==> src/hw/pmrc_pkg.sv <==
// constants and types shared by the power mode and reset control block
package pmrc_pkg;

    // ==================================================================
    // register map (indices; byte address is four times the index)
    localparam logic [7:0] PMRC_PWR_CTRL_IDX = 8'h87;
    localparam logic [7:0] PMRC_STATUS_IDX = 8'h88;
    localparam int PMRC_ADDR_W = 10;
    localparam logic [9:0] PMRC_PWR_CTRL_ADDR = {PMRC_PWR_CTRL_IDX, 2'b00};
    localparam logic [9:0] PMRC_STATUS_ADDR = {PMRC_STATUS_IDX, 2'b00};

    // ==================================================================
    // power control register fields
    localparam int PMRC_BIT_BAUD = 7;
    localparam int PMRC_BIT_QUIET = 5;
    localparam int PMRC_BIT_GF_HI = 3;
    localparam int PMRC_BIT_GF_LO = 2;
    localparam int PMRC_BIT_PD = 1;
    localparam int PMRC_BIT_IDLE = 0;
    localparam logic [7:0] PMRC_PWR_CTRL_WMASK = 8'haf;
    localparam logic [7:0] PMRC_PWR_CTRL_RESET = 8'h00;

    // status register fields
    localparam int PMRC_ST_IDLE = 0;
    localparam int PMRC_ST_PDOWN = 1;
    localparam int PMRC_ST_EXT = 2;
    localparam int PMRC_ST_RESET = 3;

    // ==================================================================
    // timing, in oscillator periods (one ref_clk cycle each)
    localparam int PMRC_RST_HOLD_OSC = 24;
    localparam int PMRC_ALE_PERIOD_OSC = 6;
    localparam int PMRC_ALE_HIGH_OSC = 2;

    // ==================================================================
    // operating modes
    typedef enum logic [1:0] {
        PMRC_MODE_RUN = 2'b00,
        PMRC_MODE_IDLE = 2'b01,
        PMRC_MODE_PDOWN = 2'b10,
        PMRC_MODE_RESET = 2'b11
    } pmrc_mode_t;

endpackage

==> src/hw/pmrc_pin_if.sv <==
// carrier between the pin filter and the mode controller
`timescale 1ns/1ps
interface pmrc_pin_if;
    logic osc_run;
    logic rst_level;
    logic rst_active;
    logic fetch_level;
    modport filt (
        input osc_run,
        output rst_level,
        output rst_active,
        output fetch_level
    );
    modport core (
        output osc_run,
        input rst_level,
        input rst_active,
        input fetch_level
    );
endinterface

==> src/hw/pmrc_pin_filter.sv <==
// synchronises reset and fetch-select pins and times the reset hold
`timescale 1ns/1ps
module pmrc_pin_filter
    import pmrc_pkg::*;
#(
    parameter int HOLD = PMRC_RST_HOLD_OSC
) (
    input wire logic ref_clk,
    input wire logic nrst,
    input wire logic rst_pin,
    input wire logic ext_fetch_sel_n_pin,
    pmrc_pin_if.filt pins
);

    // ==================================================================
    // three-stage synchronisers, one per pin
    logic [1:0] raw;
    logic [1:0] s1_r, s2_r, s3_r, lvl_r;
    logic [1:0] lvl_nxt;
    assign raw = {ext_fetch_sel_n_pin, rst_pin};

    genvar g;
    generate
        for (g = 0; g < 2; g++) begin : g_sync
            // a change counts only once stages two and three agree
            always_comb begin
                lvl_nxt[g] = (s2_r[g] == s3_r[g]) ? s3_r[g] : lvl_r[g];
            end
            always_ff @(posedge ref_clk or negedge nrst) begin
                if (!nrst) begin
                    s1_r[g] <= 1'b0;
                    s2_r[g] <= 1'b0;
                    s3_r[g] <= 1'b0;
                    lvl_r[g] <= 1'b0;
                end else begin
                    s1_r[g] <= raw[g];
                    s2_r[g] <= s1_r[g];
                    s3_r[g] <= s2_r[g];
                    lvl_r[g] <= lvl_nxt[g];
                end
            end
        end
    endgenerate

    // ==================================================================
    // hold timer: counts only while the oscillator runs
    logic [5:0] cnt_r, cnt_nxt;
    logic act_r, act_nxt;
    always_comb begin
        cnt_nxt = cnt_r;
        act_nxt = act_r;
        if (!lvl_r[0]) begin
            cnt_nxt = '0;
            act_nxt = 1'b0;
        end else if (pins.osc_run) begin
            if (cnt_r < 6'(HOLD - 1)) begin
                cnt_nxt = cnt_r + 6'd1;
            end else begin
                act_nxt = 1'b1;
            end
        end
    end
    always_ff @(posedge ref_clk or negedge nrst) begin
        if (!nrst) begin
            cnt_r <= '0;
            act_r <= 1'b0;
        end else begin
            cnt_r <= cnt_nxt;
            act_r <= act_nxt;
        end
    end

    assign pins.rst_level = lvl_r[0];
    assign pins.rst_active = act_r;
    assign pins.fetch_level = lvl_r[1];

endmodule // pmrc_pin_filter

==> src/hw/pmrc_top.sv <==
// power mode and reset control with its register slave
// ==================================================================
// Summary of operation
// - reset takes hold only after the reset pin stays high 24 oscillator periods while running.
// - the fetch select pin is latched during reset and ignored afterwards.
// - the internal clock phase is the oscillator divided by two.
// - in idle the processor halts while peripherals and all state are kept.
// - the write that requests idle is the last one acted on before idle begins.
// - idle ends on an enabled interrupt or on a hardware reset.
// - a power-down request stops the oscillator after the requesting write.
// - only a hardware reset leaves power-down; interrupts do not.
// - the power control register sits at index 87h and resets to zero.
// - the register holds baud doubler, strobe quiet, two flags, power-down and idle.
// - reserved bits should not be written with ones and read back as zero here.
// - strobes and ports take fixed states in idle and power-down.
// - strobe quiet stops periodic address strobes and holds the pin low.
// - the strobe still pulses for data moves, high fetches and external fetch.
`timescale 1ns/1ps
module pmrc_top
    import pmrc_pkg::*;
#(
    parameter int HOLD = PMRC_RST_HOLD_OSC
) (
    input wire logic ref_clk,
    input wire logic nrst,
    input wire logic [PMRC_ADDR_W-1:0] avs_address,
    input wire logic avs_read,
    input wire logic avs_write,
    input wire logic [31:0] avs_writedata,
    input wire logic [3:0] avs_byteenable,
    output logic [31:0] avs_readdata,
    output logic avs_waitrequest,
    input wire logic rst_pin,
    input wire logic ext_fetch_sel_n_pin,
    input wire logic irq_pending,
    input wire logic external_data_move,
    input wire logic fetch_above_internal,
    input wire logic cpu_program_fetch_strobe_n,
    output logic cpu_reset,
    output logic cpu_halt,
    output logic osc_run,
    output logic clk_phase_en,
    output logic ale,
    output logic program_fetch_strobe_n,
    output logic port0_float,
    output logic port2_addr_sel,
    output logic ext_fetch,
    output logic baud_doubler
);

    // ==================================================================
    // pin filter
    pmrc_pin_if pins ();
    pmrc_pin_filter #(.HOLD(HOLD)) u_filter (
        .ref_clk(ref_clk),
        .nrst(nrst),
        .rst_pin(rst_pin),
        .ext_fetch_sel_n_pin(ext_fetch_sel_n_pin),
        .pins(pins)
    );

    // ==================================================================
    // register slave: one wait cycle, then the answer
    logic wait_r, wait_nxt;
    logic [31:0] rdata_r, rdata_nxt;
    logic acc_rd, acc_wr, hit_pwr, hit_st;
    logic [7:0] pwr_r, pwr_nxt, status_w;
    pmrc_mode_t mode_r, mode_nxt;
    logic ext_r, ext_nxt;

    assign hit_pwr = (avs_address == PMRC_PWR_CTRL_ADDR);
    assign hit_st = (avs_address == PMRC_STATUS_ADDR);
    assign acc_wr = avs_write && !wait_r;
    assign acc_rd = avs_read && !wait_r;

    always_comb begin
        status_w = '0;
        status_w[PMRC_ST_IDLE] = (mode_r == PMRC_MODE_IDLE);
        status_w[PMRC_ST_PDOWN] = (mode_r == PMRC_MODE_PDOWN);
        status_w[PMRC_ST_EXT] = ext_r;
        status_w[PMRC_ST_RESET] = (mode_r == PMRC_MODE_RESET);
    end

    // unmapped reads answer zero, unmapped writes are dropped
    always_comb begin
        wait_nxt = !((avs_read || avs_write) && wait_r);
        rdata_nxt = rdata_r;
        if (avs_read && wait_r) begin
            rdata_nxt = '0;
            if (hit_pwr) begin
                rdata_nxt[7:0] = pwr_r & PMRC_PWR_CTRL_WMASK;
            end else if (hit_st) begin
                rdata_nxt[7:0] = status_w;
            end
        end
    end
    always_ff @(posedge ref_clk or negedge nrst) begin
        if (!nrst) begin
            wait_r <= 1'b1;
            rdata_r <= '0;
        end else begin
            wait_r <= wait_nxt;
            rdata_r <= rdata_nxt;
        end
    end

    // ==================================================================
    // power control register and mode machine
    logic pwr_wr;
    logic [7:0] wbyte;
    assign pwr_wr = acc_wr && hit_pwr && avs_byteenable[0];
    assign wbyte = avs_writedata[7:0] & PMRC_PWR_CTRL_WMASK;

    always_comb begin
        pwr_nxt = pwr_r;
        mode_nxt = mode_r;
        ext_nxt = ext_r;
        if (pins.rst_active) begin
            // internal reset wins over everything
            mode_nxt = PMRC_MODE_RESET;
            pwr_nxt = PMRC_PWR_CTRL_RESET;
            ext_nxt = !pins.fetch_level;
        end else begin
            unique case (mode_r)
                PMRC_MODE_RESET: begin
                    mode_nxt = PMRC_MODE_RUN;
                end
                PMRC_MODE_RUN: begin
                    if (pwr_wr) begin
                        pwr_nxt = wbyte;
                        if (wbyte[PMRC_BIT_PD]) begin
                            mode_nxt = PMRC_MODE_PDOWN;
                        end else if (wbyte[PMRC_BIT_IDLE]) begin
                            mode_nxt = PMRC_MODE_IDLE;
                        end
                    end
                end
                PMRC_MODE_IDLE: begin
                    if (irq_pending) begin
                        mode_nxt = PMRC_MODE_RUN;
                        pwr_nxt[PMRC_BIT_IDLE] = 1'b0;
                    end
                end
                PMRC_MODE_PDOWN: begin
                    mode_nxt = PMRC_MODE_PDOWN;
                end
            endcase
        end
    end
    always_ff @(posedge ref_clk or negedge nrst) begin
        if (!nrst) begin
            pwr_r <= PMRC_PWR_CTRL_RESET;
            mode_r <= PMRC_MODE_RESET;
            ext_r <= 1'b0;
        end else begin
            pwr_r <= pwr_nxt;
            mode_r <= mode_nxt;
            ext_r <= ext_nxt;
        end
    end

    // ==================================================================
    // oscillator gate, divide-by-two phase and strobe timing
    logic osc_r, osc_nxt, phase_r, phase_nxt;
    logic [2:0] alec_r, alec_nxt;
    logic quiet_ok, periodic;
    assign pins.osc_run = osc_r;

    // a reset pin level restarts the oscillator so the hold can be timed
    always_comb begin
        osc_nxt = (mode_nxt != PMRC_MODE_PDOWN) || pins.rst_level;
        phase_nxt = phase_r;
        alec_nxt = alec_r;
        if (osc_r) begin
            phase_nxt = !phase_r;
            if (alec_r == 3'(PMRC_ALE_PERIOD_OSC - 1)) begin
                alec_nxt = '0;
            end else begin
                alec_nxt = alec_r + 3'd1;
            end
        end
    end
    always_ff @(posedge ref_clk or negedge nrst) begin
        if (!nrst) begin
            osc_r <= 1'b1;
            phase_r <= 1'b0;
            alec_r <= '0;
        end else begin
            osc_r <= osc_nxt;
            phase_r <= phase_nxt;
            alec_r <= alec_nxt;
        end
    end

    // ==================================================================
    // pin states per mode
    logic ale_r, ale_nxt, program_fetch_strobe_r, program_fetch_strobe_nxt;
    logic p0f_r, p0f_nxt, p2a_r, p2a_nxt;
    logic rst_r, rst_nxt, halt_r, halt_nxt;

    // strobe keeps toggling whenever external memory still needs it
    assign quiet_ok = !pwr_r[PMRC_BIT_QUIET] || ext_r ||
                      external_data_move || fetch_above_internal;
    assign periodic = osc_r && (alec_r < 3'(PMRC_ALE_HIGH_OSC));

    always_comb begin
        ale_nxt = 1'b1;
        program_fetch_strobe_nxt = 1'b1;
        p0f_nxt = 1'b0;
        p2a_nxt = 1'b0;
        unique case (mode_r)
            PMRC_MODE_RESET: begin
                ale_nxt = 1'b1;
            end
            PMRC_MODE_RUN: begin
                ale_nxt = periodic && quiet_ok;
                program_fetch_strobe_nxt = cpu_program_fetch_strobe_n || !ext_r;
                p0f_nxt = ext_r;
                p2a_nxt = ext_r;
            end
            PMRC_MODE_IDLE: begin
                ale_nxt = 1'b1;
                p0f_nxt = ext_r;
                p2a_nxt = ext_r;
            end
            PMRC_MODE_PDOWN: begin
                ale_nxt = 1'b0;
                program_fetch_strobe_nxt = 1'b0;
                p0f_nxt = ext_r;
            end
        endcase
        rst_nxt = (mode_nxt == PMRC_MODE_RESET);
        halt_nxt = (mode_nxt == PMRC_MODE_IDLE) ||
                   (mode_nxt == PMRC_MODE_PDOWN);
    end
    always_ff @(posedge ref_clk or negedge nrst) begin
        if (!nrst) begin
            ale_r <= 1'b1;
            program_fetch_strobe_r <= 1'b1;
            p0f_r <= 1'b0;
            p2a_r <= 1'b0;
            rst_r <= 1'b1;
            halt_r <= 1'b0;
        end else begin
            ale_r <= ale_nxt;
            program_fetch_strobe_r <= program_fetch_strobe_nxt;
            p0f_r <= p0f_nxt;
            p2a_r <= p2a_nxt;
            rst_r <= rst_nxt;
            halt_r <= halt_nxt;
        end
    end

    // outputs straight from flip-flops
    assign avs_readdata = rdata_r;
    assign avs_waitrequest = wait_r;
    assign cpu_reset = rst_r;
    assign cpu_halt = halt_r;
    assign osc_run = osc_r;
    assign clk_phase_en = phase_r;
    assign ale = ale_r;
    assign program_fetch_strobe_n = program_fetch_strobe_r;
    assign port0_float = p0f_r;
    assign port2_addr_sel = p2a_r;
    assign ext_fetch = ext_r;
    assign baud_doubler = pwr_r[PMRC_BIT_BAUD];

    // ==================================================================
    // checks
    property p_rst_hold;
        @(posedge ref_clk) disable iff (!nrst)
        $rose(pins.rst_active) |-> $past(pins.rst_level, 20);
    endproperty
    a_rst_hold: assert property (p_rst_hold)
        else $error("reset took hold too early");

    property p_fetch_latch;
        @(posedge ref_clk) disable iff (!nrst)
        (mode_r != PMRC_MODE_RESET && !pins.rst_active) |=> $stable(ext_r);
    endproperty
    a_fetch_latch: assert property (p_fetch_latch)
        else $error("fetch select changed outside reset");

    property p_phase;
        @(posedge ref_clk) disable iff (!nrst)
        (osc_r && $past(osc_r) && $past(nrst)) |-> (phase_r != $past(phase_r));
    endproperty
    a_phase: assert property (p_phase)
        else $error("phase did not toggle");

    property p_idle_entry;
        @(posedge ref_clk) disable iff (!nrst)
        (mode_r == PMRC_MODE_RUN && pwr_wr && !pins.rst_active &&
         wbyte[PMRC_BIT_IDLE] && !wbyte[PMRC_BIT_PD])
        |=> (halt_r && osc_r && !rst_r);
    endproperty
    a_idle_entry: assert property (p_idle_entry)
        else $error("idle not entered after request");

    property p_idle_wake;
        @(posedge ref_clk) disable iff (!nrst)
        (mode_r == PMRC_MODE_IDLE && irq_pending && !pins.rst_active)
        |=> (!halt_r && !pwr_r[PMRC_BIT_IDLE]);
    endproperty
    a_idle_wake: assert property (p_idle_wake)
        else $error("interrupt did not end idle");

    property p_pd_entry;
        @(posedge ref_clk) disable iff (!nrst)
        (mode_r == PMRC_MODE_RUN && pwr_wr && wbyte[PMRC_BIT_PD] &&
         !pins.rst_active && !pins.rst_level)
        |=> (mode_r == PMRC_MODE_PDOWN && !osc_r);
    endproperty
    a_pd_entry: assert property (p_pd_entry)
        else $error("power-down not entered");

    property p_pd_stay;
        @(posedge ref_clk) disable iff (!nrst)
        (mode_r == PMRC_MODE_PDOWN && !pins.rst_active)
        |=> (mode_r == PMRC_MODE_PDOWN);
    endproperty
    a_pd_stay: assert property (p_pd_stay)
        else $error("power-down left without reset");

    property p_reg_reset;
        @(posedge ref_clk) disable iff (!nrst)
        $fell(rst_r) |-> (pwr_r == PMRC_PWR_CTRL_RESET);
    endproperty
    a_reg_reset: assert property (p_reg_reset)
        else $error("register not zero after reset");

    property p_mode_pins;
        @(posedge ref_clk) disable iff (!nrst)
        (mode_r == PMRC_MODE_PDOWN) ##1 (mode_r == PMRC_MODE_PDOWN)
        |-> (!ale_r && !program_fetch_strobe_r);
    endproperty
    a_mode_pins: assert property (p_mode_pins)
        else $error("strobes not low in power-down");

    property p_quiet;
        @(posedge ref_clk) disable iff (!nrst)
        (mode_r == PMRC_MODE_RUN && !quiet_ok) |=> !ale_r;
    endproperty
    a_quiet: assert property (p_quiet)
        else $error("strobe pulsed while quiet");

    c_idle: cover property (@(posedge ref_clk) disable iff (!nrst)
        mode_r == PMRC_MODE_IDLE ##1 mode_r == PMRC_MODE_RUN);
    c_pdown: cover property (@(posedge ref_clk) disable iff (!nrst)
        mode_r == PMRC_MODE_PDOWN ##1 mode_r == PMRC_MODE_RESET);
    c_quiet: cover property (@(posedge ref_clk) disable iff (!nrst)
        mode_r == PMRC_MODE_RUN && pwr_r[PMRC_BIT_QUIET] && !quiet_ok);

endmodule // pmrc_top

==> config.mk <==
export PLATFORM = sky130hd
export DESIGN_NAME = pmrc_top
export DESIGN_NICKNAME = d
export VERILOG_FILES = /design/src/hw/pmrc_pkg.sv /design/src/hw/pmrc_pin_if.sv /design/src/hw/pmrc_pin_filter.sv /design/src/hw/pmrc_top.sv
export SDC_FILE = /design/constraint.sdc
export NUM_CORES = 1
export LEC_CHECK = 0
export BUFFER_PORTS_ARGS = -buffer_cell sky130_fd_sc_hd__buf_4
export CORE_AREA = 10 10 110 63
export CTS_BUF_LIST = sky130_fd_sc_hd__clkbuf_2 sky130_fd_sc_hd__clkbuf_4 sky130_fd_sc_hd__clkbuf_8
export CTS_CLUSTER_SIZE = 25
export DETAILED_ROUTE_END_ITERATION = 7
export DIE_AREA = 0 0 120 73
export PLACE_DENSITY = 0.7
export SLEW_MARGIN = 15
export SYNTH_ARGS = -nofsm -noshare
export SYNTH_HDL_FRONTEND = slang
export SYNTH_HIERARCHICAL = 1
export SYNTH_SLANG_ARGS = --single-unit
==> constraint.sdc <==
create_clock -name ref_clk -period 2.4 [get_ports ref_clk]
set_clock_uncertainty 0.15 [all_clocks]
set_input_delay 0.24 -clock ref_clk [delete_from_list [all_inputs] [get_ports ref_clk]]
set_output_delay 0.24 -clock ref_clk [all_outputs]
set_load 0.01 [all_outputs]
==> results of run 1 <==
-- kinds of logic (layout without fill, tap and decap cells) --
kind of cell / after synthesis / after routing / synth area share (%)
xor gates and xnor gates: 2 / 2 / 0.898
DFF: 42 / 42 / 54.3
buffers and inverters: 32 / 63 / 11.2
and+or+nand+nor: 56 / 56 / 18.3
adders and majority gates: 3 / 3 / 1.67
other: 1 / 26 / 0.192
muxes: 7 / 7 / 3.65
AOI/OAI and AO/OA: 28 / 28 / 9.81
-- final timing paths --
| path | from | endpoint | slack [ns] | cells past startpoint |
|---|---|---|---|---|
| setup / recovery | mode_r[0] | osc_run | 0.49 | 4 |
| max in group asynchronous | nrst | osc_run | 1.42 | 2 |
| min in group asynchronous | nrst | port0_float | 0.31 | 2 |
| setup reg to reg | mode_r[0] | osc_run | 0.49 | 4 |
| hold reg to reg | u_filter/s1_r[0] | u_filter/s2_r[0] | 0.20 | 0 |
| hold / removal | avs_writedata[7] | pwr_r[7] | 0.04 | 3 |
-- worst reg2reg max path, stage by stage, from the launching register on --
cell and delay, ns:
dfstp_2 0.42, nand4bb_1 0.33, nor4_4 0.33, a21oi_1 0.12, or4_1 0.47
-- state kept, by name (all words and copies together), names as in the netlist, 2 cells and up --
name            count
pwr_r               6
u_filter/s1_r       2
u_filter/s2_r       2
mode_r              2
u_filter/s3_r       2
avs_readdata        6
alec_r              3
u_filter/cnt_r      6
-- synthesized netlist by cell type, drive strengths merged, types with 3 or more instances --
cell    instances  area, sq um
nor2           11         41.3
a21oi           7         35.0
mux2i           6         60.1
nand2b          4         32.5
nand2          14         52.6
inv             4         15.0
buf            26          195
nor2b           5         31.3
dfrtp          35          876
nor4            4         55.1
dfstp           7          184
o21ai           4         20.0
nand3           3         15.0
a22oi           3         22.5
or4             5         41.3
-- metrics by stage --
stage	setup WS, ns	power [mW]	instance area, sq um	util (%)	hold WS, ns
after floorplan	0.507	0.927	2050	-	-0.206
after global placement	0.307	0.978	2280	44.2	0.102
after detailed placement	0.325	0.987	2280	44.2	0.105
after CTS	0.512	1.47	2420	47.0	0.0366
after global routing	0.432	1.53	2420	47.0	0.0363
final	0.492	1.45	2420	47.0	0.0408
-- power groups by stage --
stage | combinational, mW | clock, mW | sequential [mW]
2_1_floorplan | 0.123 | 0 | 0.804
3_3_place_gp | 0.174 | 0 | 0.804
3_5_place_dp | 0.180 | 0 | 0.807
4_1_cts | 0.188 | 0.486 | 0.794
5_1_grt | 0.210 | 0.519 | 0.800
6_report | 0.187 | 0.471 | 0.793
-- routing by layer --
layer  vias up  routed length, microns  global-route usage, %
li1        660                       -                      -
met1       667                    2180                   12.8
met2        45                    1980                   15.5
met3         5                     346                   5.10
met4         0                      26                   2.79
met5         -                       0                      0
-- what timing repair did --
| item | in CTS | in global routing |
|---|---|---|
| gates resized for setup | 0 | 0 |
| endpoints found under the setup margin | 0 | 0 |
| hold endpoints to repair | 38 | 0 |
| hold buffers | 5 | 0 |
-- placed cells by master (no fill, tap or decap), drive strengths merged, types with 2 or more instances in the layout --
cell / count
conb: 26
dlygate4sd3: 5
a21o: 2
xor2: 2
nor4: 4
a22o: 2
dfrtp: 35
maj3: 2
nand2: 14
dfstp: 7
o21ai: 4
clkbuf: 6
and2: 2
nor2b: 5
a22oi: 3
inv: 4
buf: 46
o31ai: 2
a211oi: 2
or4: 5
nor2: 11
nand2b: 4
or4b: 2
mux2i: 6
a21oi: 7
nand3: 3
-- area by class of cell --
class | count | area, sq um | area share [%]
clock buffer | 6 | 82.6 | 3.41
clock inverter | 2 | 12.5 | 0.516
inverter | 4 | 15.0 | 0.619
multi-input combinational | 122 | 768 | 31.7
sequential | 42 | 1060 | 43.7
tap | 73 | 91.3 | 3.77
timing repair buffer | 51 | 395 | 16.3
==> summary.md, run 1 <==
| Metric | Value |
|---|---|
| Register area share after synthesis | `54.3%` |
| Relative slew slack | `65.6%` |
| DR DRC count | `0` |
| Syn Area/Cell | `11.4 sq um` |
| Clock tree sinks | `42` |
| Synth Flop Type | `dfrtp_1` |
| Antenna Nets Post-Route | `0` |
| Total wire length | `4540 microns` |
| WP data required | `2.46 ns` |
| Seq cells post-synth | `42` |
| Pin count of the biggest net entering global routing | `43` |
| Total CTS buffers | `5` |
| Vias | `1377` |
| CP bufs+invs | `0` |
| GPL Wtd Cong | `0.797` |
| Die area | `0.00876 sq mm` |
| RSZ-0062 raised after global routing | `false` |
| Vias in the first global route | `1415` |
| Routed len/inst | `15.1 microns` |
| # IOs | `99` |
| Critical path type | `reg -> reg` |
| Critical Path, Cell by Cell | `nand4bb_1 -> nor4_4 -> a21oi_1 -> or4_1` |
| Total global-route track usage | `10.3%` |
| Core Region | `0.00516 sq mm` |
| Placed insts | `287` |
| CP max FO | `7` |
| Clock-pin transition on the worst setup and hold timing paths | `0.08 ns` |
| Worst vdd ir | `0.259 mV` |
| Fill count | `499` |
| Async set or reset register ratio after synthesis | `100%` |
| Root Driver | `clkbuf_8` |
| First-pass GRT wire length | `7220 microns` |
| Max Fclk | `0.524 GHz` |
| CP startpoint kind | `flop` |
| Non-filler cells, final | `300` |
| Vias per cell | `4.59` |
| H-tree depth | `2` |
| Delay-heaviest family, CP | `simple AND/OR/NAND/NOR gates` |
| Rows | `19` |
| CTS tree | `built` |
| MaxCap Viol Count | `0` |
| ANT cells | `0` |
| Die Height | `73 microns` |
| Power Density | `599 mW/mm^2` |
| Net Sw Power | `367 uW` |
| Max-slew violations | `0` |
| Initial antenna violation count | `0` |
| Outcome | `finished, final reports clean` |
| Clk Latency, worst-skew pair | `0.29 ns` |
| Setup violators final | `0` |
| Combinational share of power | `12.9%` |
| Clock share of power | `32.5%` |
| Post-CTS setup buffers | `0` |
| Final Hold Fails | `0` |
| Crit-path max cell delay | `0.47 ns` |
| Crit path time final | `1.91 ns` |
| Syn Inst Count | `171` |
| Hold/Removal Path Class | `in -> reg` |
| Critical path arrival | `1.96 ns` |
| Initial DRC count | `43` |
| Ys Warns | `6` |
| Starting Density | `37.8%` |
| Cell Area, Synth | `0.00195 sq mm` |
| Crit end category | `flop` |
| CTS Buffer Depth | `2` |
| Leakage power | `1.19 nW` |
| I/O Buffers | `43` |
| Length of the first detailed-routing pass in iterations | `4` |
| Worst slew pin tran | `0.516 ns` |
| Share of power burned in registers | `54.6%` |
| Final net count | `283` |
| Global route overflow | `0` |
| Yosys cell types | `43` |
| Setup TNS | `0 ns` |
| Post-DP HPWL | `3510 microns` |
| Int Power | `1.08 mW` |
| Period Utilization, post-route | `79.5%` |
| Switching fraction of total power | `25.3%` |
| Number of synthesized flops with an enable pin | `0` |
| Die width | `120 microns` |
| Fraction of layout cells with a size suffix above 1 | `31.3%` |
| Slowest cell on the critical path | `or4_1` |
| Synth-to-layout area growth | `24.2%` |
Power figures use the tool's default switching activity.
==> inputs of run 2 (changes only) <==
==> constraint.sdc (replaced) <==
create_clock -name ref_clk -period 1.8 [get_ports ref_clk]
set_clock_uncertainty 0.15 [all_clocks]
set_input_delay 0.18 -clock ref_clk [delete_from_list [all_inputs] [get_ports ref_clk]]
set_output_delay 0.18 -clock ref_clk [all_outputs]
set_load 0.01 [all_outputs]
==> summary.md, run 2 (synthesis results as in run 1) <==
| Metric | Value |
|---|---|
| Max-slew violations | `0` |
| Total wire length | `4610 microns` |
| Delay-heaviest family, CP | `simple AND/OR/NAND/NOR gates` |
| Critical Path, Cell by Cell | `nand4bb_4 -> nor4_4 -> a21oi_2 -> or4_1` |
| Crit-path max cell delay | `0.47 ns` |
| Initial DRC count | `67` |
| MaxCap Viol Count | `0` |
| Final net count | `298` |
| ANT cells | `0` |
| FF-to-FF End | `osc_run` |
| Clock tree sinks | `42` |
| Worst slew pin tran | `0.521 ns` |
| Slowest cell on the critical path | `or4_1` |
| Crit path time final | `1.76 ns` |
| Reg2reg setup slack | `0.04 ns` |
| Non-filler cells, final | `315` |
| Worst r2r path cells | `4` |
| Antenna Nets Post-Route | `0` |
| Total CTS buffers | `5` |
| Root Driver | `clkbuf_8` |
| Worst slack, placed | `-0.103 ns` |
| CTS tree | `built` |
| CP Capture Point | `osc_run` |
| Fill count | `467` |
| Fraction of layout cells with a size suffix above 1 | `34.7%` |
| Critical path type | `reg -> reg` |
| Hold slack | `0.0288 ns` |
| Initial antenna violation count | `0` |
| Relative slew slack | `65.3%` |
| WP data required | `1.86 ns` |
| Vias per cell | `4.44` |
| I/O Buffers | `43` |
| Routed len/inst | `14.6 microns` |
| Die width | `120 microns` |
| Total global-route track usage | `10.6%` |
| Final Hold Fails | `0` |
| Die area | `0.00876 sq mm` |
| Core Region | `0.00516 sq mm` |
| Outcome | `finished, final reports clean` |
| Length of the first detailed-routing pass in iterations | `4` |
| Most common cell after layout, fill and taps aside | `buf_4` |
| Crit end category | `flop` |
| Commonest cells after routing, fill and taps aside | `buf_4, dfrtp_1, conb_1, nand2_1, nor2_1` |
| Vias | `1399` |
| Worst vdd ir | `0.329 mV` |
| RR Startpoint | `avs_waitrequest` |
| GPL Wtd Cong | `0.865` |
| DR DRC count | `0` |
| Vias in the first global route | `1399` |
| Pin count of the biggest net entering global routing | `43` |
| Max Fclk | `0.568 GHz` |
| Global route overflow | `0` |
| Setup violators final | `0` |
| Crit path depth | `4` |
| CTS Buffer Depth | `2` |
| Leakage power | `1.27 nW` |
| Clk Latency, worst-skew pair | `0.29 ns` |
| Die Height | `73 microns` |
| # IOs | `99` |
| Period Utilization, post-route | `97.8%` |
| RSZ-0062 raised after global routing | `true` |
| Post-DP HPWL | `3510 microns` |
| Critical Path Start | `avs_waitrequest` |
| Hold/Removal Path Class | `in -> reg` |
| H-tree depth | `2` |
| Power Density | `759 mW/mm^2` |
| First-pass GRT wire length | `7380 microns` |
| Critical path arrival | `1.82 ns` |
| Clock-pin transition on the worst setup and hold timing paths | `0.08 ns` |
| Placed insts | `296` |
| PnR worst setup slack | `0.0398 ns` |
| Rows | `19` |
| Starting Density | `37.8%` |
| CP bufs+invs | `0` |
| Synth-to-layout area growth | `32.1%` |
| CP max FO | `3` |
| CP startpoint kind | `flop` |
[run 2: power by group]
part / leakage, nW / internal (mW) / switching (mW)
combinational: 0.692 / 0.141 / 0.130
clock: 0.0472 / 0.308 / 0.322
sequential: 0.529 / 1.01 / 0.0419
[run 2: final cells by class]
cell class / count / area, sq um / share of cell area [%]
Timing Repair Buffer: 66 / 524 / 20.3
Clock inverter: 2 / 12.5 / 0.485
Clock buffer: 6 / 82.6 / 3.20
Multi-Input combinational cell: 122 / 792 / 30.7
Sequential cell: 42 / 1060 / 41.1
Tap cell: 73 / 91.3 / 3.54
Inverter: 4 / 15.0 / 0.583
[run 2: per-stage QoR]
step	TNS (ns)	cell area [sq um]	power [mW]	util, %
finish	0	2580	1.96	50.0
global route	-0.0231	2580	2.07	50.0
CTS	0	2550	1.98	49.4
detailed placement	-0.574	2350	1.32	45.5
global placement	-0.482	2350	1.31	45.5
floorplan	0	2050	1.24	-
[run 2: routing by layer]
layer	GRT usage (%)	wire length (microns)
met2	15.1	2030
met3	4.40	302
met5	0	0
met4	2.79	23
met1	14.4	2250
[run 2: worst reg2reg max path, cell delays in order (launching register included)]
cell,delay [ns]
dfstp_2,0.38
nand4bb_4,0.25
nor4_4,0.32
a21oi_2,0.10
or4_1,0.47
[run 2: worst min path at each step]
stage / startpoint / to / depth (start not counted)
after floorplan: nrst / alec_r[0] / 0
after global placement: nrst / port0_float / 1
after detailed placement: nrst / port2_addr_sel / 1
after CTS: avs_writedata[1] / pwr_r[1] / 3
after global routing: cpu_program_fetch_strobe_n / program_fetch_strobe_n / 3
final: cpu_program_fetch_strobe_n / program_fetch_strobe_n / 3
[run 2: what timing repair did]
item	4_1_cts	5_1_grt
pin swaps	1	1
hold endpoints to repair	43	0
setup buffers	0	1
cloned	0	0
hold buffers	10	0
gates resized for setup	1	4
setup endpoints to repair	1	2
==> inputs of run 3 (changes only) <==
--- a/config.mk
+++ b/config.mk
@@ -11,6 +11,7 @@
 export CTS_CLUSTER_SIZE = 25
 export DETAILED_ROUTE_END_ITERATION = 7
 export DIE_AREA = 0 0 120 73
+export HOLD_SLACK_MARGIN = 0.1
 export PLACE_DENSITY = 0.7
 export SLEW_MARGIN = 15
 export SYNTH_ARGS = -nofsm -noshare
==> summary.md, run 3 (synthesis results as in run 1) <==
| Metric | Value |
|---|---|
| Outcome | `finished, final reports clean` |
| Synth-to-layout area growth | `33.6%` |
| H-tree depth | `2` |
| Vias in the first global route | `1413` |
| HP Start | `fetch_above_internal` |
| Global route overflow | `0` |
| Length of the first detailed-routing pass in iterations | `4` |
| Reg2reg setup slack | `0.04 ns` |
| Die width | `120 microns` |
| Net Sw Power | `496 uW` |
| Switching fraction of total power | `25.3%` |
| Hold slack | `0.183 ns` |
| Most common cell after layout, fill and taps aside | `buf_4` |
| Slowest cell on the critical path | `or4_1` |
| Crit end category | `flop` |
| Die area | `0.00876 sq mm` |
| Worst slew pin tran | `0.523 ns` |
| Post-route core utilization | `50.5%` |
| Share of power burned in registers | `53.8%` |
| Final non-filler cell area | `0.00261 sq mm` |
| Root Driver | `clkbuf_8` |
| Routed len/inst | `14.7 microns` |
| I/O Buffers | `43` |
| Fraction of layout cells with a size suffix above 1 | `34.3%` |
| CP startpoint kind | `flop` |
| Total CTS buffers | `5` |
| Leakage power | `1.28 nW` |
| Clock-pin transition on the worst setup and hold timing paths | `0.08 ns` |
| PnR worst setup slack | `0.0381 ns` |
| Antenna Nets Post-Route | `0` |
| RSZ-0062 raised after global routing | `true` |
| Crit-path max cell delay | `0.48 ns` |
| Post-DP HPWL | `3510 microns` |
| Max-slew violations | `0` |
| Non-filler cells, final | `318` |
| Combinational share of power | `14.1%` |
| Relative slew slack | `65.1%` |
| WP data required | `1.86 ns` |
| CP max FO | `3` |
| Clock tree sinks | `42` |
| Power Density | `753 mW/mm^2` |
| Pin count of the biggest net entering global routing | `43` |
| Vias | `1403` |
| Critical Path, Cell by Cell | `nand4bb_4 -> nor4_4 -> a21oi_2 -> or4_1` |
| Clk Latency, worst-skew pair | `0.29 ns` |
| Worst vdd ir | `0.328 mV` |
| ANT cells | `0` |
| CP bufs+invs | `0` |
| Max Fclk | `0.568 GHz` |
| Vias per cell | `4.41` |
| Crit path time final | `1.76 ns` |
| Initial DRC count | `71` |
| CTS tree | `built` |
| Delay-heaviest family, CP | `simple AND/OR/NAND/NOR gates` |
| Worst slack, placed | `-0.103 ns` |
| Int Power | `1.47 mW` |
| Starting Density | `37.8%` |
| Setup violators final | `0` |
| Commonest cells after routing, fill and taps aside | `buf_4, dfrtp_1, conb_1, nand2_1, dlygate4sd3_1` |
| GPL Wtd Cong | `0.865` |
| CTS Buffer Depth | `2` |
| Hold/Removal Path Class | `in -> reg` |
| # IOs | `99` |
| Critical Path Start | `avs_waitrequest` |
| RR Startpoint | `avs_waitrequest` |
| Critical path type | `reg -> reg` |
| Die Height | `73 microns` |
| Core Region | `0.00516 sq mm` |
| Period Utilization, post-route | `97.9%` |
| Initial antenna violation count | `0` |
| MaxCap Viol Count | `0` |
| Placed insts | `296` |
| Final net count | `301` |
| Total global-route track usage | `10.9%` |
| Placed inst area | `0.00235 sq mm` |
| Clock share of power | `32.1%` |
| First-pass GRT wire length | `7540 microns` |
| Rows | `19` |
| Total wire length | `4670 microns` |
| Final Hold Fails | `0` |
| Critical path arrival | `1.82 ns` |
| DR DRC count | `0` |
## run 3: cell types whose count changed in the layout (fill, tap and decap cells not counted), sizes merged
cell	delta
dlygate4sd3	+3
## run 3: what timing repair did
action / 4_1_cts / 5_1_grt
endpoints found under the hold margin: 54 / 0
setup buffers: 0 / 1
resized for setup: 1 / 4
pin swaps: 1 / 1
hold buffers: 13 / 0
setup endpoints to repair: 1 / 2
## run 3: per-stage QoR
| step | TNS, ns | power (mW) |
|---|---|---|
| 4_1_cts | 0 | 1.99 |
| 2_1_floorplan | 0 | 1.24 |
| 3_5_place_dp | -0.574 | 1.32 |
| 5_1_grt | -0.0304 | 2.07 |
| 3_3_place_gp | -0.482 | 1.31 |
| 6_report | 0 | 1.96 |
## run 3: cell type report
| type | instances | area, sq um |
|---|---|---|
| timing repair buffer | 69 | 554 |
| clock buffer | 6 | 82.6 |
| tap | 73 | 91.3 |
| inverter | 4 | 15.0 |
| clock inverter | 2 | 12.5 |
| sequential | 42 | 1060 |
| multi-input combinational | 122 | 792 |
| fill | 466 | 2550 |
## run 3: power by group through the flow
stage	combinational, mW	sequential [mW]	clock (mW)
finish	0.277	1.06	0.631
global route	0.312	1.06	0.699
CTS	0.274	1.06	0.657
detailed placement	0.247	1.07	0
global placement	0.240	1.07	0
floorplan	0.164	1.07	0
## run 3: path summary, 6_finish.rpt
path                               endpoint  depth (start not counted)
max in group asynchronous         cpu_reset                          2
hold / removal                          ale                          3
setup / recovery                    osc_run                          4
min in group asynchronous    port2_addr_sel                          2
hold reg to reg            u_filter/s2_r[1]                          0
setup reg to reg                    osc_run                          4
## run 3: worst register-to-register path, delay by kind of cell (launching register included)
| kind | cells | cell delay, ns |
|---|---|---|
| AND/OR/NAND/NOR | 3 | 1.04 |
| flip-flops | 1 | 0.38 |
| AO/OA/AOI/OAI | 1 | 0.10 |
## run 3: routing by layer
layer	GRT usage, %	part of all wire [%]	vias up
met5	0	0	-
met4	2.79	0.49	0
met3	4.40	5.8	4
met2	15.8	45	32
met1	14.6	49	678
li1	-	-	689
